## config.mk

```make
export PLATFORM = sky130hd
export DESIGN_NAME = gtm_timer
export DESIGN_NICKNAME = d
export VERILOG_FILES = /design/src/verilog/gtm_pkg.sv /design/src/verilog/gtm_timer.sv /design/src/verilog/gtm_edge.sv
export VERILOG_INCLUDE_DIRS = /design/src /design/src/verilog
export SDC_FILE = /design/constraint.sdc
export NUM_CORES = 1
export LEC_CHECK = 0
export BUFFER_PORTS_ARGS = -buffer_cell sky130_fd_sc_hd__buf_2
export CORE_MARGIN = 2
export CORE_UTILIZATION = 45
export CTS_CLUSTER_DIAMETER = 80
export DETAILED_ROUTE_END_ITERATION = 10
export PLACE_DENSITY_LB_ADDON = 0.08
export SETUP_SLACK_MARGIN = 0.15
export SLEW_MARGIN = 10
export SYNTH_ARGS = -nofsm -noshare
export SYNTH_HDL_FRONTEND = slang
export SYNTH_SLANG_ARGS = --single-unit
```

## constraint.sdc

```tcl
create_clock -name pclk -period 2.2 [get_ports pclk]
set_input_delay 0.44 -clock pclk [delete_from_list [all_inputs] [get_ports pclk]]
set_output_delay 0.44 -clock pclk [all_outputs]
set_load 0.05 [all_outputs]
```

## src/verilog/gtm_map.svh

```systemverilog
// register offsets, field positions, reset values and timing for the timer
`ifndef GTM_MAP_SVH
`define GTM_MAP_SVH

// byte offsets on the apb bus
`define GTM_OFF_CNT_LOW 12'h000
`define GTM_OFF_CNT_HIGH 12'h004
`define GTM_OFF_CTRL 12'h008
`define GTM_OFF_GATE 12'h00c
`define GTM_OFF_STATUS 12'h010
`define GTM_OFF_MASK 12'h014

// timer_control_reg fields
`define GTM_CTRL_RUN 0
`define GTM_CTRL_SYNC_N 1
`define GTM_CTRL_OSC_EN 2
`define GTM_CTRL_PRE_LO 4
`define GTM_CTRL_SRC_LO 6
`define GTM_CTRL_RST 8'h00

// gate_control_reg fields
`define GTM_GATE_EN 7
`define GTM_GATE_POL 6
`define GTM_GATE_VAL 2
`define GTM_GATE_SEL_LO 0
`define GTM_GATE_RST 8'h00

// status and mask bits
`define GTM_ST_OVF 0
`define GTM_ST_WAKE 1

// instruction clock is the system clock divided by this
`define GTM_INSTR_DIV 4

`endif

```

## src/verilog/gtm_pkg.sv

```systemverilog
// types shared by the gated timer files
package gtm_pkg;

	// count clock source field codes
	typedef enum logic [1:0] {
		GTM_SRC_INSTR = 2'h0,
		GTM_SRC_SYS = 2'h1,
		GTM_SRC_EXT = 2'h2,
		GTM_SRC_CAP = 2'h3
	} gtm_src_e;

	// external pins and on-chip signals reaching the timer
	typedef struct packed {
		logic ext_count_pin;
		logic crystal_in_pin;
		logic cap_osc;
		logic gate_pin;
		logic cmp1_out;
		logic cmp2_out;
	} gtm_pins_s;

	// apb request carrier
	typedef struct packed {
		logic psel;
		logic penable;
		logic pwrite;
		logic [11:0] paddr;
		logic [31:0] pwdata;
	} gtm_apb_s;

	// first-falling-edge arming state machine
	typedef enum logic [1:0] {
		GTM_ARM_WAIT = 2'b01,
		GTM_ARM_READY = 2'b10
	} gtm_arm_e;

endpackage : gtm_pkg

```

## src/verilog/gtm_timer.sv

```systemverilog
// sixteen bit gated timer with apb registers
`timescale 1ns/1ns
`include "gtm_map.svh"

module gtm_timer (
	// clock and reset
	input wire logic pclk,
	input wire logic presetn,
	// apb slave
	input wire gtm_pkg::gtm_apb_s apb,
	output logic [31:0] prdata,
	output logic pready,
	output logic pslverr,
	// pins and on-chip sources
	input wire gtm_pkg::gtm_pins_s pins,
	input wire logic sleep_mode,
	// interrupt and wake
	output logic irq,
	output logic wake
);
	import gtm_pkg::*;

	logic [15:0] count;
	logic [7:0] ctrl;
	logic [7:0] gate;
	logic [1:0] status;
	logic [1:0] mask;
	logic [2:0] pre_cnt;
	logic [1:0] instr_cnt;
	gtm_arm_e arm;
	logic [31:0] next_prdata;
	logic next_pready;
	logic next_pslverr;
	logic next_irq;
	logic next_wake;
	logic [15:0] next_count;
	logic [7:0] next_ctrl;
	logic [7:0] next_gate;
	logic [1:0] next_status;
	logic [1:0] next_mask;
	logic [2:0] next_pre_cnt;
	logic [1:0] next_instr_cnt;
	gtm_arm_e next_arm;

	// ----------------------------------------
	// input synchronisers
	// ----------------------------------------
	localparam int NSRC = 6;
	logic [NSRC-1:0] raw;
	logic [NSRC-1:0] lvl;
	logic [NSRC-1:0] rise;
	logic [NSRC-1:0] fall;
	assign raw = {pins.cmp2_out, pins.cmp1_out, pins.gate_pin,
		pins.cap_osc, pins.crystal_in_pin, pins.ext_count_pin};

	// every pin passes two flops before any logic sees it
	genvar gi;
	generate
		for (gi = 0; gi < NSRC; gi++) begin : g_sync
			gtm_edge u_edge (
				.pclk(pclk),
				.presetn(presetn),
				.din(raw[gi]),
				.level(lvl[gi]),
				.rise(rise[gi]),
				.fall(fall[gi])
			);
		end
	endgenerate

	// ----------------------------------------
	// apb decode
	// ----------------------------------------
	logic wr;
	logic rd;
	logic mapped;
	assign wr = apb.psel & apb.penable & apb.pwrite & ~pready;
	assign rd = apb.psel & apb.penable & ~apb.pwrite & ~pready;
	always_comb begin
		case (apb.paddr)
			`GTM_OFF_CNT_LOW, `GTM_OFF_CNT_HIGH, `GTM_OFF_CTRL,
			`GTM_OFF_GATE, `GTM_OFF_STATUS, `GTM_OFF_MASK: mapped = 1'b1;
			default: mapped = 1'b0;
		endcase
	end
	logic wr_lo;
	logic wr_hi;
	assign wr_lo = wr & (apb.paddr == `GTM_OFF_CNT_LOW);
	assign wr_hi = wr & (apb.paddr == `GTM_OFF_CNT_HIGH);

	// ----------------------------------------
	// source selection and count enable
	// ----------------------------------------
	logic run;
	logic osc_en;
	logic async_md;
	gtm_src_e src;
	logic [1:0] pre_sel;
	assign run = ctrl[`GTM_CTRL_RUN];
	assign async_md = ctrl[`GTM_CTRL_SYNC_N];
	assign osc_en = ctrl[`GTM_CTRL_OSC_EN];
	assign pre_sel = ctrl[`GTM_CTRL_PRE_LO +: 2];
	assign src = gtm_src_e'(ctrl[`GTM_CTRL_SRC_LO +: 2]);

	// gate source mux: pin, comparator one, comparator two
	logic gate_raw;
	logic gate_ok;
	always_comb begin
		case (gate[`GTM_GATE_SEL_LO +: 2])
			2'h1: gate_raw = lvl[4];
			2'h2: gate_raw = lvl[5];
			default: gate_raw = lvl[3];
		endcase
	end
	assign gate_ok = gate_raw ~^ gate[`GTM_GATE_POL];

	// run off stops; gate enable only narrows counting when run is on
	logic cnt_en;
	assign cnt_en = run & (~gate[`GTM_GATE_EN] | gate_ok);

	// external edge source: pin, crystal when the oscillator is on, or the sensing oscillator
	logic ext_is_pin;
	logic ext_rise;
	logic ext_fall;
	logic ext_lvl;
	logic is_ext;
	assign ext_is_pin = (src == GTM_SRC_EXT) & ~osc_en;
	assign is_ext = (src == GTM_SRC_EXT) | (src == GTM_SRC_CAP);
	always_comb begin
		if (src == GTM_SRC_CAP) begin
			ext_rise = rise[2];
			ext_fall = fall[2];
			ext_lvl = lvl[2];
		end else if (ext_is_pin) begin
			ext_rise = rise[0];
			ext_fall = fall[0];
			ext_lvl = lvl[0];
		end else begin
			ext_rise = rise[1];
			ext_fall = fall[1];
			ext_lvl = lvl[1];
		end
	end

	// ----------------------------------------
	// tick generation
	// ----------------------------------------
	// async mode is emulated on pclk: edges count even while asleep, which
	// the synchronised mode suppresses; both still pass the synchroniser
	logic first_ok;
	logic src_tick;
	always_comb begin
		case (src)
			GTM_SRC_SYS: src_tick = 1'b1;
			GTM_SRC_INSTR: src_tick = (instr_cnt == 2'h3);
			default: src_tick = ext_rise & first_ok &
				(async_md | ~sleep_mode);
		endcase
	end
	// first counted rise needs a prior falling edge in counter mode
	assign first_ok = ~ext_is_pin | (arm == GTM_ARM_READY);

	logic pre_tick;
	assign pre_tick = cnt_en & src_tick &
		((pre_cnt & ((3'h1 << pre_sel) - 3'h1)) ==
		((3'h1 << pre_sel) - 3'h1));

	// ----------------------------------------
	// next state for counter, prescaler, arming
	// ----------------------------------------
	logic ovf;
	always_comb begin
		next_count = count;
		next_pre_cnt = pre_cnt;
		next_instr_cnt = instr_cnt + 2'h1; // one instruction per four clocks
		next_arm = arm;
		ovf = 1'b0;
		if (cnt_en && src_tick) begin
			next_pre_cnt = pre_cnt + 3'h1;
		end
		if (pre_tick) begin
			next_count = count + 16'h0001;
			ovf = (count == 16'hffff);
		end
		// a byte write replaces the live count and restarts the prescaler
		if (wr_lo) begin
			next_count[7:0] = apb.pwdata[7:0];
			next_pre_cnt = 3'h0;
		end
		if (wr_hi) begin
			next_count[15:8] = apb.pwdata[7:0];
			next_pre_cnt = 3'h0;
		end
		// arming: lost on disable or write, regained on a falling edge
		case (arm)
			GTM_ARM_WAIT: begin
				if (run && ext_fall) begin
					next_arm = GTM_ARM_READY;
				end
			end
			GTM_ARM_READY: begin
				if (!run || wr_lo || wr_hi) begin
					next_arm = GTM_ARM_WAIT;
				end
			end
			default: next_arm = GTM_ARM_WAIT;
		endcase
	end

	// ----------------------------------------
	// next state for registers and bus answer
	// ----------------------------------------
	always_comb begin
		next_ctrl = ctrl;
		next_gate = gate;
		next_mask = mask;
		next_status = status;
		// hardware set wins over a write-one clear in the same cycle
		if (wr && apb.paddr == `GTM_OFF_STATUS) begin
			next_status = status & ~apb.pwdata[1:0];
		end
		if (ovf) begin
			next_status[`GTM_ST_OVF] = 1'b1;
		end
		if (ovf && sleep_mode && async_md && is_ext) begin
			next_status[`GTM_ST_WAKE] = 1'b1;
		end
		if (wr && apb.paddr == `GTM_OFF_CTRL) begin
			next_ctrl = apb.pwdata[7:0];
		end
		if (wr && apb.paddr == `GTM_OFF_GATE) begin
			next_gate = apb.pwdata[7:0] & ~(8'h01 << `GTM_GATE_VAL);
		end
		if (wr && apb.paddr == `GTM_OFF_MASK) begin
			next_mask = apb.pwdata[1:0];
		end
		next_pready = apb.psel & apb.penable & ~pready;
		next_pslverr = apb.psel & apb.penable & ~pready & ~mapped;
		next_prdata = 32'h0000_0000;
		if (rd) begin
			case (apb.paddr)
				`GTM_OFF_CNT_LOW: next_prdata = {24'h0, count[7:0]};
				`GTM_OFF_CNT_HIGH: next_prdata = {24'h0, count[15:8]};
				`GTM_OFF_CTRL: next_prdata = {24'h0, ctrl};
				`GTM_OFF_GATE: next_prdata = {24'h0,
					gate | (8'(gate_ok) << `GTM_GATE_VAL)};
				`GTM_OFF_STATUS: next_prdata = {30'h0, status};
				`GTM_OFF_MASK: next_prdata = {30'h0, mask};
				default: next_prdata = 32'h0000_0000;
			endcase
		end
		next_irq = |(next_status & next_mask);
		next_wake = next_status[`GTM_ST_WAKE] & next_mask[`GTM_ST_WAKE];
	end

	// ----------------------------------------
	// state registers
	// ----------------------------------------
	always_ff @(posedge pclk or negedge presetn) begin
		if (!presetn) begin
			count <= 16'h0000;
			ctrl <= `GTM_CTRL_RST;
			gate <= `GTM_GATE_RST;
			status <= 2'h0;
			mask <= 2'h0;
			pre_cnt <= 3'h0;
			instr_cnt <= 2'h0;
			arm <= GTM_ARM_WAIT;
			prdata <= 32'h0000_0000;
			pready <= 1'b0;
			pslverr <= 1'b0;
			irq <= 1'b0;
			wake <= 1'b0;
		end else begin
			count <= next_count;
			ctrl <= next_ctrl;
			gate <= next_gate;
			status <= next_status;
			mask <= next_mask;
			pre_cnt <= next_pre_cnt;
			instr_cnt <= next_instr_cnt;
			arm <= next_arm;
			prdata <= next_prdata;
			pready <= next_pready;
			pslverr <= next_pslverr;
			irq <= next_irq;
			wake <= next_wake;
		end
	end
endmodule : gtm_timer

```

## src/verilog/gtm_edge.sv

```systemverilog
// two-flop synchroniser with a rising and falling edge detector
`timescale 1ns/1ns

module gtm_edge (
	// clock and reset
	input wire logic pclk,
	input wire logic presetn,
	// asynchronous level in
	input wire logic din,
	// synchronised level and edges out
	output logic level,
	output logic rise,
	output logic fall
);

	logic meta;
	logic sync;
	logic prev;
	logic next_meta;
	logic next_sync;
	logic next_prev;

	// ----------------------------------------
	// synchroniser and edge history
	// ----------------------------------------
	always_comb begin
		next_meta = din;
		next_sync = meta;
		next_prev = sync;
	end

	// the first flop feeds only the second
	always_ff @(posedge pclk or negedge presetn) begin
		if (!presetn) begin
			meta <= 1'b0;
			sync <= 1'b0;
			prev <= 1'b0;
		end else begin
			meta <= next_meta;
			sync <= next_sync;
			prev <= next_prev;
		end
	end

	assign level = sync;
	assign rise = sync & ~prev;
	assign fall = ~sync & prev;

endmodule : gtm_edge

```

==> results.tsv <==
stage	metric	value	unit
worst_setup_path	Crit path top cell by count	buf_6	
pwr	Sequential Power Share	50.2	%
worst_setup_path	CP Launch Type	register	
global_route	GRT busiest layer	met2	
synthesis	Post-Synth XOR/XNOR Area	3.92	%
routing	DR WL/cell	15.5	um
timing	Finish-stage setup viols	0	
routing	DRT antenna net count	0	
timing	final worst slack	151	ps
worst_hold_path	class of the worst hold path	in -> async	
timing	worst-margin pin slew	521	ps
final_layout	share of layout cells above drive strength 1	32.7	%
synthesis	Syn Area/Cell	10.9	um2
synthesis	Synth Area in Adders	1.75	%
timing	final hold viol count	0	
global_route	Tot GR Track Use	19.7	%
synthesis	post-synth cell types	56	
synthesis	Synth area leaders	dfrtp_1, mux2_2, buf_4, mux4_2, nor2_1	
placed_design	Post-DP Area	3910	um2
synthesis	synth warn	0	
placed_design	pre-CTS setup slack	-25.4	ps
worst_setup_path	WS Path Type	reg -> reg	
timing	post-route setup TNS	0	ps
clock_network	clock buffer count from CTS	9	
die	DIE AREA	8670	um2
die	Initial Util	46.2	%
placed_design	Port Buffers	43	
global_route	GR Util met2	31.2	%
pwr	internal power	1.89	mW
final_layout	Post-Layout Cell Count	500	
pwr	combinational share of power	8.1	%
global_route	GRT overflow	0	
die	chip height	93.1	um
worst_setup_path	Buf/Inv on CP	2	
synthesis	Yosys reg bits	69	
worst_setup_path	Worst Setup End Kind	register	
timing	Slew headroom	65.2	%
global_route	met1 usage	26.6	%
worst_setup_path	Worst path max stage delay	400	ps
global_route	vias in the first global route	2565	
timing	Slew Viols, Final	0	
clock_network	H-tree depth	3	
synthesis	multiplexer share of the synthesized area	11.8	%
synthesis	Compound-Gate Fraction of Synth Area	7.78	%
final_layout	Final Cell Area	4220	um2
synthesis	number of synthesized flops with an enable pin	0	
routing	routed wire length	7.74	mm
worst_setup_path	crit path cell chain	buf_6 -> ha_4 -> nand4b_1 -> nand3_2 -> nor3_4 -> buf_6 -> nand4_1 -> xnor2_1 -> mux2_4	
clock_network	CTS tree	done	
global_route	largest net degree at the start of global routing	43	
placed_design	Cells after DPL	478	
synthesis	Post-synth top cells	dfrtp_1, nor2_1, buf_4	
final_layout	antenna diode count	0	
pwr	Psw	0.684	mW
global_route	met3 GRT Util	5.08	%
pwr	Clk pwr share	41.6	%
pwr	power per cell area	610	nW/um2
global_route	antenna violations before repair	0	
job	maxcap violations	0	
global_route	first-pass GRT wire length	12.8	mm
pwr	worst vdd ir	454	uV
pwr	leakage power	2.00	nW
synthesis	most common flop cell mapped by yosys	dfrtp_1	
routing	Vias/cell	5.27	
synthesis	Yosys top cell by area	dfrtp_1	
clock_network	Reg clk slew, reported paths	80	ps
worst_setup_path	Data required, critical path	2440	ps
synthesis	synthesized cell area	3570	um2
synthesis	Mapped Cells	327	
timing	clk_skew	12.3	ps
die	I/O Pins	92	
clock_network	clock sinks	69	
run_status	status	completed	
timing	Achievable Freq	488	MHz
final_layout	Layout area overhead	18.0	%
synthesis	most common cell in the netlist	dfrtp_1	
timing	final worst-path cycle share	93.2	%
final_layout	nets	454	
synthesis	Post-synth ARST share	100	%
clock_network	Root Buffer	clkbuf_8	
synthesis	largest family of logic cells by synthesized area	simple AND/OR/NAND/NOR gates	
timing	RSZ-0062 raised after global routing	true	
die	DIE WIDTH	93.1	um
worst_setup_path	Crit path max-delay family	simple AND/OR/NAND/NOR gates	
worst_setup_path	critical-path maximum fanout	7	
clock_network	Clk Latency, worst-skew pair	350	ps
die	std cell rows	32	
placed_design	GP Congestion	0.913	
die	Core Box Area	7730	um2
placed_design	dpl hpwl	5.64	mm
synthesis	post-synthesis sequential area ratio	48.4	%
synthesis	Yosys top cell area share	47.6	%
routing	first drt pass iteration count	4	
pwr	Net Sw Frac	26.6	%
routing	DRT iter0 DRCs	145	
worst_setup_path	Critical-path top delay cell	dfrtp_1	
clock_network	hold buffer count at cts	0	
final_layout	Core Util, Final	54.5	%
routing	via count	2633	
timing	Tmin final	2050	ps
clock_network	maximum root-to-sink buffer count	2	
worst_setup_path	Arr. time, crit path	2290	ps
synthesis	post-synthesis simple-gate area fraction	18.6	%
routing	DRC errors left	0	
[registers in the layout (all words and copies together), names as in the netlist]
name and cells:
count 16, ctrl 8, prdata 8, gate 7, g_sync.u_edge.level 6, g_sync.u_edge.meta 6, g_sync.u_edge.prev 3, pre_cnt 3
arm 2, instr_cnt 2, mask 2, status 2, irq 1, pready 1, pslverr 1, wake 1
[path summary, 6_finish.rpt]
path | from | end | slack [ps] | depth (start not counted)
worst max-delay path | gate[1] | count[13] | 150 | 9
worst min-delay path | presetn | pready | 90 | 2
worst max register to register | gate[1] | count[13] | 150 | 9
worst min register to register | g_sync[5].u_edge.meta | g_sync[5].u_edge.level | 350 | 0
max in group asynchronous | presetn | arm[0] | 1660 | 2
min in group pclk | pins[4] | g_sync[1].u_edge.meta | 190 | 1
[area by class of cell]
type	instances	area, um2
multi-input combinational	235	1710
clock buffer	10	138
fill	693	3510
timing repair buffer	67	403
inverter	11	41.3
sequential	69	1730
clock inverter	6	70.1
tap	102	128
[cells by family (layout without fill, tap and decap cells)]
family	count (synthesis)	in the layout
other	1	24
muxes	32	32
AOI/OAI and AO/OA	39	39
DFF	69	69
xor gates and xnor gates	16	16
adders and majority gates	5	5
buffers and inverters	46	94
and+or+nand+nor	119	119
[metal layers]
| metal | wire, um | vias up |
|---|---|---|
| met2 | 3630 | 88 |
| met1 | 3540 | 1285 |
| li1 | - | 1253 |
| met5 | 0 | - |
| met3 | 477 | 7 |
| met4 | 92 | 0 |
[cell usage in the layout, fill, tap and decap left out, types with 6 or more instances in the layout]
cell type and n:
buf_4 22, o21ai_0 7, mux4_2 6, mux2_2 20
conb_1 24, nand3_1 13, inv_1 10, nand2_1 18
clkbuf_8 10, dfrtp_1 68, nor2_1 33, nand4_1 12
xor2_1 12, a21oi_1 14, buf_2 43, nor2b_1 7
[timing repair]
| item | 4_1_cts | 5_1_grt |
|---|---|---|
| endpoints found under the hold margin | 0 | 0 |
| pin swaps | 1 | 15 |
| gates resized for setup | 6 | 6 |
| setup buffers | 2 | 4 |
| setup endpoints to repair | 18 | 18 |
[power groups by stage]
| stage | registers (mW) | logic, mW | clock network [mW] |
|---|---|---|---|
| floorplan | 1.32 | 0.161 | 0 |
| global placement | 1.32 | 0.209 | 0 |
| detailed placement | 1.32 | 0.209 | 0 |
| CTS | 1.29 | 0.210 | 1.10 |
| global route | 1.29 | 0.227 | 1.16 |
| finish | 1.29 | 0.208 | 1.07 |
[per-stage QoR]
stage / hold WS [ps] / power [mW]
4_1_cts: 94.6 / 2.61
5_1_grt: 110 / 2.68
3_5_place_dp: 338 / 1.53
3_3_place_gp: 332 / 1.53
2_1_floorplan: 144 / 1.48
6_report: 93.5 / 2.57
No activity file was read; power rests on OpenSTA's default activity.
